### config.mk
export PLATFORM = sky130hd
export DESIGN_NAME = spe_top
export DESIGN_NICKNAME = d
export VERILOG_FILES = /design/src/spe_pkg.sv /design/src/spe_buf.sv /design/src/spe_top.sv
export SDC_FILE = /design/constraint.sdc
export NUM_CORES = 1
export LEC_CHECK = 0
export ABC_CLOCK_PERIOD_IN_PS = 3700
export BUFFER_PORTS_ARGS = -buffer_cell sky130_fd_sc_hd__buf_2
export CAP_MARGIN = 20
export CELL_PAD_IN_SITES_DETAIL_PLACEMENT = 0
export CELL_PAD_IN_SITES_GLOBAL_PLACEMENT = 2
export CORE_AREA = 2 2 134 136
export CTS_BUF_LIST = sky130_fd_sc_hd__clkbuf_8
export CTS_CLUSTER_SIZE = 12
export DETAILED_ROUTE_END_ITERATION = 10
export DIE_AREA = 0 0 136 138
export GPL_TIMING_DRIVEN = 1
export PLACE_DENSITY = 0.83
export SETUP_SLACK_MARGIN = 0.05
export SLEW_MARGIN = 20
export SYNTH_ARGS = -nofsm -noshare
export SYNTH_HDL_FRONTEND = slang
export SYNTH_SLANG_ARGS = --single-unit
### constraint.sdc
create_clock -name sys_clk_in -period 3.7 [get_ports sys_clk_in]
set_clock_uncertainty 0.15 [all_clocks]
set_input_delay 0.37 -clock sys_clk_in [delete_from_list [all_inputs] [get_ports sys_clk_in]]
set_output_delay 0.37 -clock sys_clk_in [all_outputs]
set_load 0.02 [all_outputs]
### src/spe_pkg.sv
// Package for the serial programming entry block: states, key, field sizes.
// Assumes a 100 MHz system clock sampling the programmer's pins.
package spe_pkg;

  // Entry key width and expected pattern (pattern value is arbitrary)
  localparam int          SPE_KEY_BITS   = 32;
  localparam logic [31:0] SPE_KEY_VALUE  = 32'hA5C3_3C5A;
  // Reset values
  localparam logic        SPE_LVE_RESET  = 1'b1;
  localparam logic [1:0]  SPE_SYNC_RESET = 2'h0;
  // Master clear idles high, so its synchroniser resets to released
  localparam logic [1:0]  SPE_MC_SYNC_RESET = 2'h3;
  // Serial command framing: 8-bit command, 16-bit payload
  localparam int          SPE_CMD_BITS   = 8;
  localparam int          SPE_DATA_BITS  = 16;
  // Buffer depth of the received-word buffer
  localparam int          SPE_BUF_DEPTH  = 2;

  typedef enum logic [2:0] {
    SPE_ST_RUN,
    SPE_ST_KEY,
    SPE_ST_PV_HV,
    SPE_ST_PV_LV
  } spe_state_t;

  // Decoded command codes
  localparam logic [7:0] SPE_CMD_WR_PROG = 8'h01;
  localparam logic [7:0] SPE_CMD_WR_UID  = 8'h02;
  localparam logic [7:0] SPE_CMD_WR_CFG  = 8'h03;
  localparam logic [7:0] SPE_CMD_READ    = 8'h04;

  // Destination kinds for received writes
  typedef enum logic [1:0] {
    SPE_DST_PROG,
    SPE_DST_UID,
    SPE_DST_CFG
  } spe_dst_t;

endpackage

### src/spe_buf.sv
// Two-entry buffer carrying received write words to the memory side.
// Assumes a single clock; the drain side may stall at any time.
`timescale 1ns/1ns
module spe_buf
  import spe_pkg::*;
#(
  parameter int WIDTH = 26,
  parameter int DEPTH = SPE_BUF_DEPTH
) (
  input  wire logic             sys_clk_in,
  input  wire logic             rst_n_in,
  input  wire logic             clk_en_in,
  input  wire logic             wr_valid_in,
  output logic                  wr_ready_out,
  input  wire logic [WIDTH-1:0] wr_data_in,
  output logic                  rd_valid_out,
  input  wire logic             rd_ready_in,
  output logic [WIDTH-1:0]      rd_data_out
);

  initial begin
    if (DEPTH != 2) $error("spe_buf supports only a depth of two");
  end

  typedef struct packed {
    logic [1:0][WIDTH-1:0] mem;
    logic                  wp;
    logic                  rp;
    logic [1:0]            cnt;
  } spe_buf_st_t;

  spe_buf_st_t s_q;
  spe_buf_st_t s_d;
  logic        push;
  logic        pop;

  // Honest full and empty from the occupancy count
  assign wr_ready_out = (s_q.cnt != 2'h2);
  assign rd_valid_out = (s_q.cnt != 2'h0);
  assign rd_data_out  = s_q.mem[s_q.rp];
  assign push = wr_valid_in && wr_ready_out;
  assign pop  = rd_valid_out && rd_ready_in;

  // Pointer and count update
  always_comb begin
    s_d = s_q;
    if (push) begin
      s_d.mem[s_q.wp] = wr_data_in;
      s_d.wp = ~s_q.wp;
    end
    if (pop) begin
      s_d.rp = ~s_q.rp;
    end
    case ({push, pop})
      2'b10:   s_d.cnt = s_q.cnt + 2'h1;
      2'b01:   s_d.cnt = s_q.cnt - 2'h1;
      default: s_d.cnt = s_q.cnt;
    endcase
  end

  always_ff @(posedge sys_clk_in or negedge rst_n_in) begin
    if (!rst_n_in) begin
      s_q <= '0;
    end else if (clk_en_in) begin
      s_q <= s_d;
    end
  end

endmodule

### src/spe_top.sv
// Entry and pin framing for the in-circuit serial port.
// Assumes the programmer's clock, data and master-clear pins arrive
// asynchronously and are sampled by the 100 MHz system clock.
`timescale 1ns/1ns

module spe_top
  import spe_pkg::*;
(
  input  wire logic        sys_clk_in,
  input  wire logic        rst_n_in,
  input  wire logic        clk_en_in,
  input  wire logic        prog_serial_clock_in,
  input  wire logic        prog_serial_data_in,
  output logic             prog_serial_data_out,
  output logic             prog_serial_data_oe_out,
  input  wire logic        master_clear_pin_n_in,
  input  wire logic        high_voltage_in,
  input  wire logic        mc_reset_cfg_in,
  input  wire logic [15:0] read_data_in,
  output logic             low_voltage_entry_enable_out,
  output logic             mc_reset_enable_out,
  output logic             device_reset_out,
  output logic             prog_mode_out,
  output logic             hv_session_out,
  output logic             wr_valid_out,
  input  wire logic        wr_ready_in,
  output logic [1:0]       wr_dst_out,
  output logic [7:0]       wr_cmd_out,
  output logic [15:0]      wr_data_out,
  output logic             lve_change_reject_out
);

  localparam int FW = SPE_CMD_BITS + SPE_DATA_BITS;

  initial begin
    if (SPE_KEY_BITS != 32) $error("Entry key must be 32 bits");
  end

  typedef struct packed {
    logic [1:0]        clk_sy;
    logic [1:0]        dat_sy;
    logic [1:0]        mc_sy;
    logic [1:0]        hv_sy;
    logic              clk_prev;
    spe_state_t        st;
    logic [31:0]       key_sh;
    logic [5:0]        bit_cnt;
    logic              key_lock;
    logic [FW-1:0]     frm_sh;
    logic              lve;
    logic              reject;
    logic              push;
    logic [FW+1:0]     push_word;
    logic              drive;
    logic [15:0]       rd_sh;
    logic [4:0]        rd_cnt;
    logic              dout;
  } spe_st_t;

  spe_st_t s_q;
  spe_st_t s_d;

  logic          clk_s;
  logic          dat_s;
  logic          mc_low;
  logic          hv_s;
  logic          rise;
  logic          fall;
  logic          in_pv;
  logic          buf_ready;
  logic          buf_valid;
  logic [FW+1:0] buf_data;

  // Second synchroniser stages are the only pin views logic may read
  assign clk_s    = s_q.clk_sy[1];
  assign dat_s    = s_q.dat_sy[1];
  assign mc_low   = ~s_q.mc_sy[1];
  assign hv_s     = s_q.hv_sy[1];
  assign rise     = clk_s && !s_q.clk_prev;
  assign fall     = !clk_s && s_q.clk_prev;
  assign in_pv    = (s_q.st == SPE_ST_PV_HV) || (s_q.st == SPE_ST_PV_LV);

  // Entry, key shifting and serial framing
  always_comb begin
    s_d = s_q;
    s_d.clk_sy  = {s_q.clk_sy[0], prog_serial_clock_in};
    s_d.dat_sy  = {s_q.dat_sy[0], prog_serial_data_in};
    s_d.mc_sy   = {s_q.mc_sy[0], master_clear_pin_n_in};
    s_d.hv_sy   = {s_q.hv_sy[0], high_voltage_in};
    s_d.clk_prev = clk_s;
    s_d.reject = 1'b0;
    // Push holds until the buffer takes the word; a frame that ends meanwhile is dropped
    if (s_q.push && buf_ready) begin
      s_d.push = 1'b0;
    end
    case (s_q.st)
      SPE_ST_RUN: begin
        s_d.bit_cnt = 6'h00;
        s_d.frm_sh  = '0;
        // A failed key stays locked out until master clear is released
        if (!mc_low) begin
          s_d.key_lock = 1'b0;
        end
        // High voltage only counts with clock and data held low
        if (hv_s && !clk_s && !dat_s) begin
          s_d.st = SPE_ST_PV_HV;
        end else if (mc_low && s_q.lve && !s_q.key_lock) begin
          s_d.st = SPE_ST_KEY;
          s_d.key_sh = '0;
        end
      end
      SPE_ST_KEY: begin
        if (!mc_low || !s_q.lve) begin
          s_d.st = SPE_ST_RUN;
        end else if (rise) begin
          s_d.key_sh  = {s_q.key_sh[30:0], dat_s};
          s_d.bit_cnt = s_q.bit_cnt + 6'h01;
          if (s_q.bit_cnt == 6'(SPE_KEY_BITS - 1)) begin
            // Exact match only; a wrong key needs a fresh master clear
            if ({s_q.key_sh[30:0], dat_s} == SPE_KEY_VALUE) begin
              s_d.st = SPE_ST_PV_LV;
            end else begin
              s_d.st = SPE_ST_RUN;
              s_d.key_lock = 1'b1;
            end
            s_d.bit_cnt = 6'h00;
          end
        end
      end
      SPE_ST_PV_HV, SPE_ST_PV_LV: begin
        if (rise && !s_q.drive) begin
          s_d.frm_sh  = {s_q.frm_sh[FW-2:0], dat_s};
          s_d.bit_cnt = s_q.bit_cnt + 6'h01;
          if (s_q.bit_cnt == 6'(SPE_CMD_BITS - 1) &&
              {s_q.frm_sh[6:0], dat_s} == SPE_CMD_READ) begin
            // Read command: turn the data pin round and shift out
            s_d.drive   = 1'b1;
            s_d.rd_sh   = read_data_in;
            s_d.rd_cnt  = 5'h00;
            s_d.bit_cnt = 6'h00;
          end else if (s_q.bit_cnt == 6'(FW - 1)) begin
            s_d.bit_cnt = 6'h00;
            if (s_q.frm_sh[FW-2:FW-9] == SPE_CMD_WR_CFG &&
                s_q.lve && !s_q.frm_sh[0] && !dat_s) begin
              // Clearing the entry enable is a high-voltage privilege
              if (s_q.st == SPE_ST_PV_HV) begin
                s_d.lve = 1'b0;
              end else begin
                s_d.reject = 1'b1;
              end
            end
            // Write words are dropped while an earlier push is still pending
            if (!s_q.push) begin
              s_d.push = 1'b1;
              s_d.push_word = {2'(
                (s_q.frm_sh[FW-2:FW-9] == SPE_CMD_WR_CFG) ? SPE_DST_CFG :
                (s_q.frm_sh[FW-2:FW-9] == SPE_CMD_WR_UID) ? SPE_DST_UID :
                SPE_DST_PROG), s_q.frm_sh[FW-2:0], dat_s};
            end
          end
        end
        // Data changes on falling edges, stable for the sampling edge
        if (s_q.drive && fall) begin
          s_d.dout   = s_q.rd_sh[15];
          s_d.rd_sh  = {s_q.rd_sh[14:0], 1'b0};
          s_d.rd_cnt = s_q.rd_cnt + 5'h01;
          if (s_q.rd_cnt == 5'(SPE_DATA_BITS)) begin
            s_d.drive = 1'b0;
            s_d.dout  = 1'b0;
          end
        end
        // Releasing master clear ends a low-voltage session; dropping high voltage ends a high-voltage one
        if (s_q.st == SPE_ST_PV_LV && !mc_low) begin
          s_d.st = SPE_ST_RUN;
        end
        if (s_q.st == SPE_ST_PV_HV && !hv_s) begin
          s_d.st = SPE_ST_RUN;
        end
        if (s_d.st == SPE_ST_RUN) begin
          s_d.drive = 1'b0;
          s_d.dout  = 1'b0;
        end
      end
      default: s_d.st = SPE_ST_RUN;
    endcase
  end

  always_ff @(posedge sys_clk_in or negedge rst_n_in) begin
    if (!rst_n_in) begin
      s_q     <= '0;
      s_q.lve <= SPE_LVE_RESET;
      s_q.st  <= SPE_ST_RUN;
      // Avoids a false master-clear low while the synchroniser fills
      s_q.mc_sy <= SPE_MC_SYNC_RESET;
    end else if (clk_en_in) begin
      s_q <= s_d;
    end
  end

  // Received write words pass a two-entry buffer to the memory side
  spe_buf #(
    .WIDTH (FW + 2),
    .DEPTH (SPE_BUF_DEPTH)
  ) u_buf (
    .sys_clk_in   (sys_clk_in),
    .rst_n_in     (rst_n_in),
    .clk_en_in    (clk_en_in),
    .wr_valid_in  (s_q.push),
    .wr_ready_out (buf_ready),
    .wr_data_in   (s_q.push_word),
    .rd_valid_out (buf_valid),
    .rd_ready_in  (wr_ready_in),
    .rd_data_out  (buf_data)
  );

  assign wr_valid_out = buf_valid;
  assign wr_dst_out   = buf_data[FW+1:FW];
  assign wr_cmd_out   = buf_data[FW-1:SPE_DATA_BITS];
  assign wr_data_out  = buf_data[SPE_DATA_BITS-1:0];

  // Pin and status outputs
  assign prog_serial_data_out    = s_q.dout;
  assign prog_serial_data_oe_out = s_q.drive;
  assign low_voltage_entry_enable_out = s_q.lve;
  // Entry enable overrides the configuration's reset disable
  assign mc_reset_enable_out = s_q.lve || mc_reset_cfg_in;
  assign device_reset_out = mc_reset_enable_out && mc_low && !in_pv;
  assign prog_mode_out    = in_pv;
  assign hv_session_out   = (s_q.st == SPE_ST_PV_HV);
  assign lve_change_reject_out = s_q.reject;

endmodule

======== Word level (Yosys, flattened, before mapping) ========
Index checks and enable logic that the tools add are counted.
word-level totals
  output and inout port bits .............. 35
  input port bits ......................... 25
  bits in registers ....................... 181
  logic and storage cells ................. 160
operators by class
  bitwise operators ....................... 5
  equality and inequality tests ........... 25
  add/sub/neg operators ................... 4
  reduce and logical (&&, ||, !) cells .... 55
  order comparisons ....................... 3
  multiplexer cells ....................... 45
operator list
  operator                                                          number
  26-bit two-way mux                                                3
  74-bit two-way mux                                                1
  31-bit one-hot mux with 2 select lines                            1
  29-bit two-way mux                                                2
  52-bit bitwise mux                                                1
  51-bit two-way mux                                                1
  23-bit one-hot mux with 2 select lines                            1
  42-bit two-way mux                                                1
  38-bit two-way mux                                                1
  35-bit two-way mux                                                1
  32-bit == test (second input constant)                            1
  31-bit two-way mux                                                1
  27-bit two-way mux                                                1
  26-bit demux with 1-bit select                                    1
  23-bit two-way mux                                                1
  22-bit two-way mux                                                1
  1-bit logical AND                                                 19
  3-bit two-way mux                                                 6
  6-bit two-way mux                                                 3
  2-bit inequality test (second input constant)                     9
  6-bit one-hot mux with 3 select lines                             1
  8-bit by 2-bit == test with 1-bit output (second input constant)  2
  7-bit AND reduction                                               2
  2-bit nonzero test                                                7
  other kinds (32)                                                  69

======== Depth between registers and ports, before layout ========
Gate-level depths: netlist of run 1.
  depth in word-level cells ............... 12
  mapped depth ............................ 9
  depth with buffers taken out ............ 6

======== Hierarchy ========
From an unflattened synthesis of run 1, not the netlist that was laid out.
second synthesis, totals
  cells, all modules ...................... 681
  area total of the unflattened synthesis .. 8401.8 µm²
modules (own cells, without submodules)
  module   times used  cells each  area an instance (µm²)  sequential area each (µm²)
  spe_top  1           523         5746.8                  3131.8
  spe_buf  1           158         2655.0                  1401.3

======== Least setup slack after synthesis of run 1 ========
No wires, ideal clock.
  kind .................................... reg-to-reg
  start point ............................. reg s_q[77] (netlist name)
  end point ............................... reg s_q[31] (netlist name)
  setup slack ............................. 1582 ps
  stages on the path, launching flop included .. 8
  library setup time ...................... 125 ps
  buffers on the path ..................... 2
  data required time ...................... 3425 ps
  arrival time ............................ 1843 ps
  period minus slack after synthesis ...... 2118 ps
  path through ............................ dfrtp_1 > ha_1 > and4bb_2 > nand4_1 > nand2b_1 > buf_2 > buf_2 > mux2_2
on the way
  cells in the longest elaborated chain, start to end .. 4
  elaborated cells on any way between the ends .. 5
  those cells by class .................... eq/ne (2); bitwise (1); reduce/logical (2)
ends and longest elaborated chain
  what                                      RTL line        RTL
  start, declared                           spe_top.sv:60   spe_st_t s_q;
  6-bit by 3-bit == test with 1-bit output  spe_top.sv:134  if (s_q.bit_cnt == 6'(SPE_CMD_BITS - 1) &&
  1-bit logical AND                         spe_top.sv:134
  1-bit inverter (no source line)           -
  6-bit AND reduction (no source line) *    -
Mark *: on every way between the ends. The rest lies on a longest branch, timed or not.
A chain may end at the register's enable or synchronous reset.

======== Worst setup path after layout of run 1 ========
  start point ............................. reg u_buf.s_q[2] (netlist name)
  end point ............................... out wr_cmd_out[3]
on the way
  cells in the longest elaborated chain, start to end .. 2
ends and longest elaborated chain
  what                                                    RTL line       RTL
  start, declared                                         spe_buf.sv:32  spe_buf_st_t s_q;
  start signal, assigned                                  spe_buf.sv:63  s_q <= '0;
  start signal, assigned                                  spe_buf.sv:65  s_q <= s_d;
  26-bit two-way mux (implied by the code) (2 in series)  spe_buf.sv:40  assign rd_data_out = s_q.mem[s_q.rp];
  end, declared                                           spe_top.sv:28  output logic [7:0] wr_cmd_out,
Every way passes these cells. The select of a mux whose other input is x is not followed.

==> impl_metrics.tcl, run 1 <==
set metrics [dict create \
    drc 0 \
    cellPowerDensity_mw_per_mm2 496 \
    synth_area_leaders "dfrtp_1 (57%), mux2_2 (16%), nand2_1 (4.1%), a22o_1 (2.9%), o21ai_0 (2.8%)" \
    synth-seq-cells 181 \
    swShare_pct 29.1 \
    fin_hold_ws_ns 0.0722 \
    syn_nets 687 \
    setup_ws_ns 1.11 \
    clk_latency_ns 0.45 \
    track_usage_pct 17.4 \
    ios 60 \
    fmax_ghz 0.385 \
    hold_buffers 6 \
    slowest_stage "dfrtp_1" \
    cts_tree "done" \
    grt_max_degree 66 \
    synth_cells 658 \
    power.leakage_nw 4.29 \
    maxSlewViolCount 0 \
    grt.busiest_layer "met2" \
    use_met3_pct 4.14 \
    min_period_ns 2.59 \
    io_buffer_count 59 \
    met1_usage_pct 24.7 \
    yosysSeqAreaShare_pct 57.8 \
    worstPathArrival_ns 2.07 \
    r2r-start "s_q[116]" \
    r2r-end "s_q[8]" \
    grt_pass1_vias 5098 \
    diodes 0 \
    cts_root_buffer "clkbuf_8" \
    synthToLayoutAreaGrowth_pct 12.9 \
    die-area_mm2 0.0188 \
    worst_pin_slew_ns 0.745 \
    place_congestion 0.818 \
    synthDominantCellAreaShare_pct 56.8 \
    die_h_um 138 \
    rsz0062_at_grt "no" \
    setup_viol_count_final 0 \
    finalCritPeriodShare_pct 70.1 \
    clk_path_buf_depth 2 \
    crit_chain "buf_4 > mux2_2 > buf_2" \
    holdPathStages 3 \
    final_cell_mix "dfrtp_1 (178), mux2_2 (114), nand2_1 (86)" \
    cts_made_buffers 17 \
    hold_viol 0 \
    status "finished, final reports clean" \
    synth_top_area_cell "dfrtp_1" \
    p_switching_w 0.00128 \
    startpoint_type "flip-flop" \
    via_count 5072 \
    cap_violations 0 \
    grt.met2_usage_pct 27.2 \
    post_cts_buffers 0 \
    holdCritStartpoint "read_data_in[7]" \
    yosysUniqueCellTypes 54 \
    rrSetupSlack_ns 1.29 \
    clock_sinks 181 \
    hpwl_um 10100 \
    yosys_warnings 0 \
    ant_nets 0 \
    grt_pass1_wl_um 26100 \
    drt_iter0_drc 246 \
    synth_edf_count 0 \
    synth-async-reset-ratio_pct 100 \
    hold_end "s_q[13]" \
    p_int_w 0.00311 \
    wl_per_cell_um 16.1 \
    die_w_um 136 \
    vdd_drop_max_mv 0.280 \
    drt-pass1-iter-count 4 \
    final_common_cell "dfrtp_1" \
    h-tree-depth 4 \
    cts_resized 0 \
    ys.flop_type "dfrtp_1" \
    viasPerCell 5.31 \
    utilization_pct 50.5 \
    num-nets-final 743 \
    syn_avg_cell_area_um2 11.9 \
    max_stage_delay_ns 0.73 \
    cp_data_required_time_ns 3.18 \
    antenna_found_initial 0 \
    setup_tns_ns 0 \
    holdCritPathClass "input port to flip-flop" \
    crit_fanout 16 \
    post-place-ws_ns 1.32 \
    power_frac_clock_pct 33.4 \
    power_frac_seq_pct 49.9 \
    relSlewSlack_pct 50.3 \
    synth_area_mm2 0.00785 \
    rows 49 \
    clkTransAtPathRegs_ns 0.08 \
    overflow 0 \
    r2r_cells 6 \
    worstSetupPathType "flip-flop to primary output" \
    initial_utilization_pct 44.7 \
    end_kind "primary output" \
    drive_above_1_share_pct 31.3 \
    core_area_mm2 0.0175 \
    drt-total-wl_um 15300 \
    p_comb_share_pct 16.7 \
]
[Yosys cell counts (all sizes together), types with 7 or more instances]
master	count
a21oi	22
a22o	26
buf	16
clkbuf	21
dfrtp	178
inv	23
mux2	114
nand2	86
nor2	11
nor3	8
nor4bb	7
o21ai	47
o22ai	15
[final cells by class]
class | count | area [um2]
multi-input combinational | 417 | 3070
clock buffer | 19 | 262
clock inverter | 12 | 178
fill | 1586 | 8680
inverter | 23 | 86.3
timing repair buffer | 74 | 442
sequential | 181 | 4530
tap | 229 | 287
[power by group through the flow]
stage	clock [W]	sequential [W]	combinational [W]
final	0.00147	0.00219	0.000733
after global routing	0.00161	0.00221	0.000810
after CTS	0.00150	0.00219	0.000747
after detailed placement	0	0.00223	0.000740
after global placement	0	0.00223	0.000720
after floorplan	0	0.00214	0.000593
[kinds of logic after synthesis]
| kind of cell | Yosys count | synth area share, % |
|---|---|---|
| multiplexers | 114 | 16.4 |
| flip-flops | 181 | 57.8 |
| XOR/XNOR | 4 | 0.447 |
| AO/OA/AOI/OAI | 132 | 10.8 |
| adder cells (fa/ha/maj) | 4 | 0.638 |
| buffers and inverters | 60 | 3.14 |
| AND/OR/NAND/NOR | 163 | 10.8 |
[layer usage]
layer	vias to the layer above	part of all wire [%]
li1	2454	-
met1	2547	48
met2	60	49
met3	11	2.5
met4	0	0.89
met5	-	0
[through the flow]
stage               power (W)  cells  area (um2)
global route          0.00463    955        8860
finish                0.00439    955        8860
CTS                   0.00444    955        8860
floorplan             0.00274    658        7850
detailed placement    0.00297    918        8360
global placement      0.00295    918        8350
[sequential cells by signal (all words and copies together), names as in the netlist]
name / cells
clk_s: 1
prog_serial_data_oe_out: 1
low_voltage_entry_enable_out: 1
lve_change_reject_out: 1
s_d: 4
s_q: 114
u_buf.s_q: 56
dat_s: 1
prog_serial_data_out: 1
hv_s: 1
[worst max-delay path by stage]
| stage | startpoint | end | slack (ns) | cells past startpoint |
|---|---|---|---|---|
| global placement | s_q[77] | s_q[1] | 1.07 | 6 |
| CTS | u_buf.s_q[2] | wr_cmd_out[3] | 1.04 | 3 |
| floorplan | s_q[77] | s_q[31] | 1.58 | 7 |
| global route | u_buf.s_q[2] | wr_cmd_out[3] | 0.97 | 3 |
| finish | u_buf.s_q[2] | wr_cmd_out[3] | 1.11 | 3 |
| detailed placement | clk_en_in | s_q[17] | 1.32 | 7 |
[critical path: cells and delay by family (launching register included)]
kind,cells,cell delay [ns]
flops,1,0.73
buf+inv,2,0.52
mux,1,0.38
(Power assumes the default switching activity.)
==> run 2: changes to the inputs <==
--- a/config.mk
+++ b/config.mk
@@ -5,18 +5,18 @@
 export SDC_FILE = /design/constraint.sdc
 export NUM_CORES = 1
 export LEC_CHECK = 0
-export ABC_CLOCK_PERIOD_IN_PS = 3700
+export ABC_CLOCK_PERIOD_IN_PS = 2700
 export BUFFER_PORTS_ARGS = -buffer_cell sky130_fd_sc_hd__buf_2
 export CAP_MARGIN = 20
 export CELL_PAD_IN_SITES_DETAIL_PLACEMENT = 0
 export CELL_PAD_IN_SITES_GLOBAL_PLACEMENT = 2
-export CORE_AREA = 2 2 134 136
+export CORE_AREA = 2 2 140 142
 export CTS_BUF_LIST = sky130_fd_sc_hd__clkbuf_8
 export CTS_CLUSTER_SIZE = 12
 export DETAILED_ROUTE_END_ITERATION = 10
-export DIE_AREA = 0 0 136 138
+export DIE_AREA = 0 0 142 144
 export GPL_TIMING_DRIVEN = 1
-export PLACE_DENSITY = 0.83
+export PLACE_DENSITY = 0.76
 export SETUP_SLACK_MARGIN = 0.05
 export SLEW_MARGIN = 20
 export SYNTH_ARGS = -nofsm -noshare
==> constraint.sdc (replaced) <==
create_clock -name sys_clk_in -period 2.7 [get_ports sys_clk_in]
set_clock_uncertainty 0.15 [all_clocks]
set_input_delay 0.27 -clock sys_clk_in [delete_from_list [all_inputs] [get_ports sys_clk_in]]
set_output_delay 0.27 -clock sys_clk_in [all_outputs]
set_load 0.02 [all_outputs]
==> impl_metrics.tcl, run 2 (same netlist as run 1, synthesis figures left out) <==
set metrics [dict create \
    initial_utilization_pct 41.1 \
    crit_buf_inv 2 \
    drc 0 \
    crit_fanout 23 \
    synthToLayoutAreaGrowth_pct 14.3 \
    cp_data_required_time_ns 2.28 \
    cap_violations 0 \
    power.leakage_nw 4.34 \
    final_cell_mix "dfrtp_1 (178), mux2_2 (114), nand2_1 (86)" \
    die-area_mm2 0.0204 \
    drt_iter0_drc 200 \
    final_common_cell "dfrtp_1" \
    clk_latency_ns 0.46 \
    core_area_mm2 0.0191 \
    fmax_ghz 0.438 \
    crit_chain "buf_4 > mux2_2 > buf_2" \
    cts_root_buffer "clkbuf_8" \
    drt-pass1-iter-count 5 \
    cellPowerDensity_mw_per_mm2 635 \
    slowest_stage "dfrtp_1" \
    holdCritPathClass "input port to flip-flop" \
    clock_sinks 181 \
    end_kind "primary output" \
    worst_pin_slew_ns 0.598 \
    cts_made_buffers 17 \
    crit_family "buffers and inverters" \
    drt-total-wl_um 15700 \
    num-nets-final 762 \
    design_area_mm2 0.00897 \
    via_count 5174 \
    h-tree-depth 4 \
    grt_pass1_vias 5102 \
    regMostFlops "s_q" \
    fin_hold_ws_ns 0.0740 \
    relSlewSlack_pct 60.2 \
    setup_viol_count_final 0 \
    die_w_um 142 \
    worstPathArrival_ns 1.86 \
    crit_start "u_buf.s_q[2]" \
    die_h_um 144 \
    holdCritStartpoint "wr_ready_in" \
    largest_reg_flops 114 \
    grt_max_degree 63 \
    vdd_drop_max_mv 0.446 \
    clk_path_buf_depth 2 \
    antenna_found_initial 0 \
    rsz0062_at_grt "no" \
    ant_nets 0 \
    finalCritPeriodShare_pct 84.6 \
    worstSetupPathType "flip-flop to primary output" \
    rows 51 \
    hpwl_um 10300 \
    startpoint_type "flip-flop" \
    wl_per_cell_um 16.0 \
    viasPerCell 5.27 \
    dpl-instance-area_mm2 0.00841 \
    diodes 0 \
    status "finished, final reports clean" \
    overflow 0 \
    drive_above_1_share_pct 30.6 \
    cts_tree "done" \
    io_buffer_count 59 \
    ios 60 \
    setup_tns_ns 0 \
    min_period_ns 2.28 \
    maxSlewViolCount 0 \
    max_stage_delay_ns 0.45 \
    place_congestion 0.747 \
    hold_viol 0 \
    grt_pass1_wl_um 26200 \
    clkTransAtPathRegs_ns 0.09 \
    r2r-start "s_q[81]" \
    track_usage_pct 16.2 \
]
[run 2: worst paths after layout]
| check | slack, ns | end | cells after the start |
|---|---|---|---|
| setup / recovery | 0.42 | wr_data_out[4] | 3 |
| hold / removal | 0.07 | u_buf.s_q[2] | 4 |
| setup reg to reg | 0.42 | s_q[21] | 6 |
| hold reg to reg | 0.35 | s_q[6] | 1 |
| max in group asynchronous | 1.41 | s_q[99] | 3 |
| min in group asynchronous | 0.17 | u_buf.s_q[43] | 2 |
[run 2: routing by layer]
| metal | part of all wire, % | GRT usage [%] | wire length, um | vias to the layer above |
|---|---|---|---|---|
| li1 | - | - | - | 2495 |
| met1 | 49 | 22.1 | 7700 | 2608 |
| met2 | 48 | 26.4 | 7510 | 60 |
| met3 | 2.3 | 3.54 | 369 | 11 |
| met4 | 0.89 | 4.42 | 140 | 0 |
| met5 | 0 | 0 | 0 | - |
[run 2: final cells by class]
class                           instances  area, um2
Clock buffer                           17        234
Clock inverter                         13        104
Fill cell                            1791      10100
Inverter                               23       86.3
Multi-Input combinational cell        417       3070
Sequential cell                       181       4530
Tap cell                              238        298
Timing Repair Buffer                   93        649
[run 2: power by group]
| group | switching [W] | total (W) | leakage (nW) | internal (W) |
|---|---|---|---|---|
| clock | 0.00102 | 0.00166 | 0.174 | 0.000643 |
| sequential | 0.000161 | 0.00298 | 2.40 | 0.00282 |
| combinational | 0.000642 | 0.00106 | 1.76 | 0.000421 |
[run 2: metrics by stage]
step	total power, W	util (%)	setup slack (ns)	instances
2_1_floorplan	0.00375	-	0.582	658
3_3_place_gp	0.00406	44.1	0.497	930
3_5_place_dp	0.00409	44.1	0.390	930
4_1_cts	0.00579	47.0	0.361	982
5_1_grt	0.00602	47.0	0.227	982
6_report	0.00570	47.0	0.416	982
[run 2: repair_timing]
item                                    in CTS  in global routing
setup buffers                                0                  0
gates resized for setup                      0                  0
endpoints found under the hold margin       66                  0
hold buffers                                22                  0
endpoints found under the setup margin       0                  0
[run 2: worst min-delay path, stage by stage]
cell and delay, ns:
buf_2 0.10, and2_1 0.14, nand2_1 0.08, xnor2_1 0.06
